[config.mk]
export PLATFORM = sky130hd
export DESIGN_NAME = tao_top
export DESIGN_NICKNAME = d
export VERILOG_FILES = /design/src/inc/tao_pkg.sv /design/src/verilog/tao_top.sv /design/src/verilog/tao_skid.sv
export VERILOG_INCLUDE_DIRS = /design/src /design/src/inc
export SDC_FILE = /design/constraint.sdc
export NUM_CORES = 1
export LEC_CHECK = 0
export BUFFER_PORTS_ARGS = -buffer_cell sky130_fd_sc_hd__clkbuf_2
export CORE_MARGIN = 3
export CORE_UTILIZATION = 42
export DETAILED_ROUTE_END_ITERATION = 8
export GPL_ROUTABILITY_DRIVEN = 0
export PLACE_DENSITY_LB_ADDON = 0.05
export SETUP_SLACK_MARGIN = 0.05
export SLEW_MARGIN = 10
export SYNTH_ARGS = -nofsm -noshare
export SYNTH_HDL_FRONTEND = slang
export SYNTH_SLANG_ARGS = --single-unit
[constraint.sdc]
create_clock -name sys_clk -period 8.4 [get_ports sys_clk]
set_input_delay 0.42 -clock sys_clk [delete_from_list [all_inputs] [get_ports sys_clk]]
set_output_delay 0.42 -clock sys_clk [all_outputs]
set_load 0.02 [all_outputs]
[src/inc/tao_cfg.svh]
// Constants of the triple output pipeline: widths, latency, codes, init count
`ifndef TAO_CFG_SVH
`define TAO_CFG_SVH
`define TAO_DW 8
`define TAO_LAT 7
`define TAO_INIT_CYC 20
`define TAO_MSB 7
`define TAO_POS_FS 8'hff
`define TAO_NEG_FS 8'h00
`define TAO_RAW_MAX 10'sh0ff
`define TAO_RAW_MIN 10'sh000
`endif

[src/inc/tao_pkg.sv]
// Types of the triple output pipeline
package tao_pkg;
	typedef logic [7:0] tao_word_t;
	typedef enum logic [1:0] {
		TAO_INIT = 2'b01,
		TAO_RUN = 2'b10
	} tao_mode_t;
endpackage

[src/verilog/tao_top.sv]
// Digital output side of a three-channel 8-bit pipelined converter
`timescale 1ns/1ps
`include "tao_cfg.svh"

// Function
// Format select low gives offset binary: zeros negative, ones positive full scale.
// Format select high inverts only the most significant bit.
// Out-of-range results clip to the full-scale code of the chosen format.
// Samples are taken on the falling clock edge, lagged by sampling delay.
// Output bus changes after rising edge; capture waits output valid delay.
// A sample's word appears on the bus seven clock cycles after sampling.
// After the latency, one new word per channel every cycle, no gaps.
// Controlling logic runs init cycles after power-up, treats data as invalid.
// At most twenty init cycles; capture discards the first twenty words.
// Clock source keeps fifty percent duty within five percent, above 1 MSPS.
// All three channels share the clock and update together, same latency.
module tao_top import tao_pkg::*; (
	// Clock and reset
	input wire logic sys_clk,
	input wire logic resetn,
	// Format select pin
	input wire logic format_select,
	// Raw quantiser results, signed 10 bit so that overrange is visible
	input wire logic signed [9:0] raw_red,
	input wire logic signed [9:0] raw_green,
	input wire logic signed [9:0] raw_blue,
	// Output data buses
	output logic [7:0] red_data,
	output logic [7:0] green_data,
	output logic [7:0] blue_data,
	output logic data_valid,
	output logic clk_out,
	// Receiver stall
	input wire logic recv_ready
);
	typedef struct packed {
		logic [1:0] fmt_sync;
		tao_mode_t mode;
		logic [4:0] init_cnt;
		logic [`TAO_LAT-3:0] vld_pipe;
		logic [`TAO_LAT-3:0][23:0] dat_pipe;
		logic [23:0] out_bus;
		logic out_vld;
		logic clk_out;
	} tao_top_st_t;
	tao_top_st_t s_r, s_nxt;
	// Reset synchroniser kept apart: it is the only state on the raw reset
	logic [1:0] rst_sync_r;
	logic rst_n;
	// Falling-edge sample holds, one per channel
	logic [7:0] smp_red_r, smp_grn_r, smp_blu_r;
	logic [23:0] fmt_word;
	logic buf_in_ready, buf_out_valid;
	logic [23:0] buf_out_data;

	// Saturate a raw value to the 8-bit offset binary range
	function automatic tao_word_t tao_clip(input logic signed [9:0] raw);
		tao_word_t w;
		if (raw > `TAO_RAW_MAX) begin
			w = `TAO_POS_FS;
		end else if (raw < `TAO_RAW_MIN) begin
			w = `TAO_NEG_FS;
		end else begin
			w = raw[7:0];
		end
		return w;
	endfunction

	// Apply output format; two's complement is the top bit flipped
	function automatic tao_word_t tao_fmt(input tao_word_t w, input logic two_c);
		tao_word_t o;
		o = w;
		o[`TAO_MSB] = w[`TAO_MSB] ^ two_c;
		return o;
	endfunction

	assign rst_n = rst_sync_r[1];

	// ***********************************************
	// Sampling on the falling edge
	// ***********************************************
	// Held at negedge so the pipeline sees a stable value; the analog
	// aperture lag itself is outside this digital model
	always_ff @(negedge sys_clk or negedge rst_n) begin
		if (!rst_n) begin
			smp_red_r <= 8'h00;
			smp_grn_r <= 8'h00;
			smp_blu_r <= 8'h00;
		end else begin
			smp_red_r <= tao_clip(raw_red);
			smp_grn_r <= tao_clip(raw_green);
			smp_blu_r <= tao_clip(raw_blue);
		end
	end

	// Format chosen as the word enters the pipe, all channels alike
	always_comb begin
		fmt_word = {tao_fmt(smp_red_r, s_r.fmt_sync[1]), tao_fmt(smp_grn_r, s_r.fmt_sync[1]),
			tao_fmt(smp_blu_r, s_r.fmt_sync[1])};
	end

	// ***********************************************
	// Pipeline and init tracking
	// ***********************************************
	// Rising edges after the falling-edge sample: five pipe stages, one
	// buffer slot and the output register make seven in all
	// The buffer slot and the output register cost an edge each, so the pipe is two short of the latency
	// A stall freezes the whole pipe once the buffer holds two words; samples taken meanwhile are dropped
	always_comb begin
		s_nxt = s_r;
		s_nxt.fmt_sync = {s_r.fmt_sync[0], format_select};
		s_nxt.clk_out = ~s_r.clk_out;
		if (buf_in_ready) begin
			s_nxt.dat_pipe = {s_r.dat_pipe[`TAO_LAT-4:0], fmt_word};
			s_nxt.vld_pipe = {s_r.vld_pipe[`TAO_LAT-4:0], 1'b1};
		end
		unique case (s_r.mode)
			TAO_INIT: begin
				s_nxt.init_cnt = s_r.init_cnt + 5'h01;
				if (s_r.init_cnt == 5'(`TAO_INIT_CYC - 1)) begin
					s_nxt.mode = TAO_RUN;
				end
			end
			TAO_RUN: begin
				s_nxt.init_cnt = s_r.init_cnt;
			end
			default: begin
				s_nxt.mode = TAO_INIT;
			end
		endcase
		// Output register updated on rising edge from the buffer head
		if (recv_ready) begin
			s_nxt.out_bus = buf_out_data;
			s_nxt.out_vld = buf_out_valid && (s_r.mode == TAO_RUN);
		end
	end

	// Reset synchroniser runs on the raw reset
	always_ff @(posedge sys_clk or negedge resetn) begin
		if (!resetn) begin
			rst_sync_r <= 2'b00;
		end else begin
			rst_sync_r <= {rst_sync_r[0], 1'b1};
		end
	end

	// Remaining state on the synchronised reset
	// Mode resets to its one-hot init code, not to zero, so that the
	// init count starts on the first edge after release
	always_ff @(posedge sys_clk or negedge rst_n) begin
		if (!rst_n) begin
			s_r.fmt_sync <= 2'b00;
			s_r.mode <= TAO_INIT;
			s_r.init_cnt <= 5'h00;
			s_r.vld_pipe <= '0;
			s_r.dat_pipe <= '0;
			s_r.out_bus <= 24'h000000;
			s_r.out_vld <= 1'b0;
			s_r.clk_out <= 1'b0;
		end else begin
			s_r <= s_nxt;
		end
	end

	// Buffer absorbs a receiver stall so no word already in the pipe is lost
	tao_skid u_skid (
		.clk(sys_clk),
		.rst_n(rst_n),
		.in_valid(s_r.vld_pipe[`TAO_LAT-3]),
		.in_ready(buf_in_ready),
		.in_data(s_r.dat_pipe[`TAO_LAT-3]),
		.out_valid(buf_out_valid),
		.out_ready(recv_ready),
		.out_data(buf_out_data)
	);

	// Outputs straight from flip-flops
	assign red_data = s_r.out_bus[23:16];
	assign green_data = s_r.out_bus[15:8];
	assign blue_data = s_r.out_bus[7:0];
	assign data_valid = s_r.out_vld;
	assign clk_out = s_r.clk_out;

	// ***********************************************
	// Checks
	// ***********************************************
	// Nothing valid leaves while the dynamic circuits warm up
	a_init_hold: assert property (@(posedge sys_clk) disable iff (!rst_n)
		(s_r.mode == TAO_INIT) |-> ##1 !data_valid)
		else $error("valid during init");
	// Warm-up ends on the last counted cycle, never later
	a_init_len: assert property (@(posedge sys_clk) disable iff (!rst_n)
		(s_r.mode == TAO_INIT && s_r.init_cnt == 5'(`TAO_INIT_CYC - 1))
		|=> (s_r.mode == TAO_RUN))
		else $error("init not ended after twenty cycles");
	// Once running, only a reset brings the warm-up back
	a_run_sticky: assert property (@(posedge sys_clk) disable iff (!rst_n)
		(s_r.mode == TAO_RUN) |=> (s_r.mode == TAO_RUN))
		else $error("left run mode without reset");
	// Seven clean edges flush every stale stage, so the bus must carry
	// exactly the word formatted seven edges back
	a_lat_seven: assert property (@(posedge sys_clk) disable iff (!rst_n)
		(buf_in_ready && recv_ready && s_r.vld_pipe == 5'h1f && buf_out_valid) [*7]
		|=> (s_r.out_bus == $past(fmt_word, 7)))
		else $error("latency not seven cycles");
	// A flowing stream keeps its valid level up
	a_no_gap: assert property (@(posedge sys_clk) disable iff (!rst_n)
		(data_valid && recv_ready && buf_in_ready && s_r.vld_pipe[`TAO_LAT-3]) [*2]
		|=> data_valid)
		else $error("gap in output stream");
	// A stalled receiver sees the same word until it takes it
	a_stall_hold: assert property (@(posedge sys_clk) disable iff (!rst_n)
		!recv_ready |=> $stable(s_r.out_bus) && $stable(s_r.out_vld))
		else $error("output moved during stall");
	// Format logic touches the top bit only
	a_twos_msb: assert property (@(posedge sys_clk) disable iff (!rst_n)
		s_r.fmt_sync[1]
		|-> (fmt_word[23] != smp_red_r[7]) && (fmt_word[22:16] == smp_red_r[6:0]))
		else $error("two's complement not msb flip");
	a_off_bin: assert property (@(posedge sys_clk) disable iff (!rst_n)
		!s_r.fmt_sync[1] |-> fmt_word == {smp_red_r, smp_grn_r, smp_blu_r})
		else $error("offset binary altered");
	// Clipping seen at the sample holds, one falling edge later
	a_clip_hi: assert property (@(negedge sys_clk) disable iff (!rst_n)
		(raw_red > `TAO_RAW_MAX) |=> smp_red_r == `TAO_POS_FS)
		else $error("positive clip failed");
	a_clip_lo: assert property (@(negedge sys_clk) disable iff (!rst_n)
		(raw_green < `TAO_RAW_MIN) |=> smp_grn_r == `TAO_NEG_FS)
		else $error("negative clip failed");
	a_clip_blue: assert property (@(negedge sys_clk) disable iff (!rst_n)
		(raw_blue > `TAO_RAW_MAX) |=> smp_blu_r == `TAO_POS_FS)
		else $error("blue positive clip failed");
endmodule

[src/verilog/tao_skid.sv]
// Two-entry buffer carrying the three channel words as one 24-bit entry
`timescale 1ns/1ps
module tao_skid import tao_pkg::*; (
	// Clock and reset
	input wire logic clk,
	input wire logic rst_n,
	// Fill side
	input wire logic in_valid,
	output logic in_ready,
	input wire logic [23:0] in_data,
	// Drain side
	output logic out_valid,
	input wire logic out_ready,
	output logic [23:0] out_data
);
	typedef struct packed {
		logic [1:0] cnt;
		logic [23:0] e0;
		logic [23:0] e1;
	} tao_skid_st_t;
	tao_skid_st_t s_r, s_nxt;
	logic push, pop;

	// Handshakes; ready honest while one slot is free
	assign in_ready = (s_r.cnt != 2'h2);
	assign out_valid = (s_r.cnt != 2'h0);
	assign out_data = s_r.e0;
	assign push = in_valid && in_ready;
	assign pop = out_valid && out_ready;

	// Next state: e0 is the head entry
	always_comb begin
		s_nxt = s_r;
		if (pop) begin
			s_nxt.e0 = s_r.e1;
		end
		if (push) begin
			if ((s_r.cnt == 2'h0) || (s_r.cnt == 2'h1 && pop)) begin
				s_nxt.e0 = in_data;
			end else begin
				s_nxt.e1 = in_data;
			end
		end
		s_nxt.cnt = s_r.cnt + {1'b0, push} - {1'b0, pop};
	end

	// State register
	always_ff @(posedge clk or negedge rst_n) begin
		if (!rst_n) begin
			s_r <= '0;
		end else begin
			s_r <= s_nxt;
		end
	end

	// Count never exceeds two entries
	a_skid_bound: assert property (@(posedge clk) disable iff (!rst_n)
		s_r.cnt <= 2'h2)
		else $error("buffer count above two");
endmodule

==> impl_metrics.tcl <==
set metrics [dict create \
    status "complete, no violations" \
    route.detailed.drc 0 \
    ys_seq_area_share_pct 63.8 \
    r2r_setup_slack_ns 3.16 \
    dpl_cell_area_sq_mm 0.00953 \
    min_path_type "primary input to async pin" \
    rsz0062_at_grt "no" \
    ys_ff_latch 236 \
    n_antenna_cell 0 \
    syn_area_sq_mm 0.00926 \
    critical_path_arrival_ns 1.62 \
    worstSetupStartpointType "flip-flop" \
    multi_input_area_sq_mm 0.00290 \
    p_clk_share_pct 27.3 \
    r2r_cells 0 \
    syn_inst 596 \
    design.core.area_sq_mm 0.0214 \
    vias_per_cell 4.76 \
    crit_cells 0 \
    finalSetupViolCount 0 \
    antenna_left 0 \
    power_density_mw_per_mm2 401 \
    row_count 53 \
    fill_cells 1853 \
    wl_per_cell_microns 14.8 \
    root_buffer "clkbuf_16" \
    nets 675 \
    cts_buffer_depth 3 \
    wl_mm 13.8 \
    crit_path_end "smp_blu_r[4]" \
    die_w_microns 154 \
    grt_overflow 0 \
    final_cells 933 \
    cts_tree "built" \
    clock_latency_ns 0.52 \
    synth.avg_cell_area_sq_um 15.5 \
    synth_cell_type_count 27 \
    fin_area_sq_mm 0.0104 \
    end_kind "async pin" \
    clk_pin_slew_ns 0.06 \
    swShare_pct 27.4 \
    crit_path_start "rst_sync_r[1]" \
    peakVddDrop_mv 0.212 \
    tightest_slew_ns 1.18 \
    mappedNetlistNets 633 \
    grt_max_degree 98 \
    die_height_microns 154 \
    clock_skew_ns 0.0117 \
    maxSlewHeadroom_pct 21.7 \
    track_usage_pct 12.0 \
    clkSinkCount 236 \
    crit_type "flip-flop to async pin" \
    post-place-cells 883 \
    yosysWarnings 0 \
    r2r_start "rst_sync_r[1]" \
    p_int_mw 3.04 \
    final.setup.tns_ns 0 \
    leakagePower_nw 4.73 \
    die-area_sq_mm 0.0239 \
    area_growth_pct 12.8 \
    seq_area_sq_mm 0.00591 \
    grt_pass1_vias 4691 \
    io_buffers 59 \
    place_hpwl_mm 8.75 \
    r2r_end "smp_blu_r[4]" \
    slew_violations 0 \
    grt_pass1_wl_mm 24.3 \
    antenna_found_initial 0 \
    share_seq_of_total_power_pct 44.7 \
    switchingPower_mw 1.15 \
    hold_viol 0 \
    io_pins 60 \
    holdWs_ns 0.217 \
    cts_resized 0 \
    drt-initial-drc-count 223 \
    postCtsSetupRepairBufs 0 \
    via_count 4437 \
    cts_hold_buf 2 \
    dr.pass1.iters 4 \
    htreeDepth 1 \
    maxCapViolations 0 \
    combPwrFrac_pct 28.0 \
    drive_gt1_share_pct 49.4 \
    required_ns 4.79 \
    critical_path.max_fanout 79 \
    start_util_pct 43.3 \
    cts_made_buffers 26 \
]
how the worst min path moves through the flow:
stage	from	cells after the start	to
global route	resetn	2	rst_sync_r[1]
finish	resetn	2	rst_sync_r[1]
global placement	resetn	1	rst_sync_r[0]
detailed placement	resetn	1	rst_sync_r[0]
floorplan	resetn	0	rst_sync_r[0]
CTS	resetn	2	rst_sync_r[1]
stage by stage:
| stage | setup WS [ns] | total power [mW] | util, % |
|---|---|---|---|
| floorplan | 0.474 | 2.94 | - |
| global placement | 3.13 | 3.03 | 44.6 |
| detailed placement | 3.07 | 3.09 | 44.6 |
| CTS | 3.06 | 4.26 | 48.9 |
| global route | 2.92 | 4.46 | 48.9 |
| finish | 3.16 | 4.19 | 48.9 |
per-layer routing:
| metal | part of all wire [%] | up-vias | GRT usage [%] |
|---|---|---|---|
| met1 | 52 | 2205 | 18.6 |
| met3 | 4.6 | 26 | 2.49 |
| met5 | 0 | - | 0 |
| li1 | - | 2127 | - |
| met2 | 41 | 79 | 16.7 |
| met4 | 2.4 | 0 | 4.08 |
power by group through the flow:
stage | Sequential (mW) | Combinational [mW] | Clock (mW)
after CTS | 1.88 | 1.20 | 1.18
after detailed placement | 1.90 | 1.19 | 0
after global placement | 1.88 | 1.15 | 0
after floorplan | 1.80 | 1.14 | 0
final | 1.87 | 1.17 | 1.14
after global routing | 1.94 | 1.29 | 1.23
cell families after synthesis:
| kind of cell | count (synthesis) | share of synthesized area [%] |
|---|---|---|
| mux | 218 | 26.5 |
| fa+ha+maj | 3 | 0.406 |
| flops | 236 | 63.8 |
| other cells | 1 | 0.0405 |
| buf+inv | 60 | 4.84 |
| simple gates | 60 | 2.65 |
| compound gates | 9 | 0.879 |
| xor+xnor | 9 | 0.852 |
sequential cells by signal (all words and copies together) (netlist names), 8 cells and up:
signal / flops
blue_data: 8
u_skid.s_r: 26
smp_blu_r: 8
s_r: 133
u_skid.out_data: 24
green_data: 8
red_data: 8
smp_red_r: 8
smp_grn_r: 8
cell usage after synthesis, drive strengths merged:
cell type | count | share of area [%]
and2b | 1 | 0.081
buf | 47 | 4.3
clkbuf | 7 | 0.28
conb | 1 | 0.041
dfrtn | 24 | 6.5
dfrtp | 211 | 57
dfstp | 1 | 0.28
ha | 3 | 0.41
inv | 6 | 0.24
mux2 | 218 | 27
nand2 | 4 | 0.16
nand2b | 2 | 0.14
nand3 | 1 | 0.054
nand4 | 2 | 0.14
nor2 | 48 | 1.9
nor2b | 2 | 0.14
o211ai | 2 | 0.27
o21ai | 4 | 0.34
o2bb2ai | 1 | 0.095
o31a | 1 | 0.095
o31ai | 1 | 0.081
xnor2 | 8 | 0.76
xor2 | 1 | 0.095
area by class of cell:
type | instances | share of cell area (%)
multi-input combinational | 300 | 27.8
clock buffer | 45 | 7.88
sequential | 236 | 56.6
timing repair buffer | 68 | 3.52
clock inverter | 3 | 0.659
tap | 275 | 3.30
inverter | 6 | 0.216
cells in the final DEF, fill, tap and decap left out:
cell type / count
mux2_2: 215
dfrtp_1: 210
clkbuf_2: 59
nor2_1: 48
clkbuf_16: 27
dfrtn_1: 24
clkbuf_1: 10
xnor2_1: 8
clkbuf_8: 8
buf_4: 7
inv_1: 6
nand2_1: 4
mux2_1: 3
o21ai_0: 3
ha_1: 3
nor2b_1: 2
o211ai_2: 2
nand2b_1: 2
nand4_1: 2
bufinv_16: 2
dlygate4sd3_1: 2
and2b_4: 1
o21ai_4: 1
nand3_1: 1
o31a_1: 1
xor2_1: 1
o31ai_1: 1
o2bb2ai_1: 1
clkinv_4: 1
conb_1: 1
dfrtp_4: 1
dfstp_2: 1
Power figures use the tool's default switching activity.
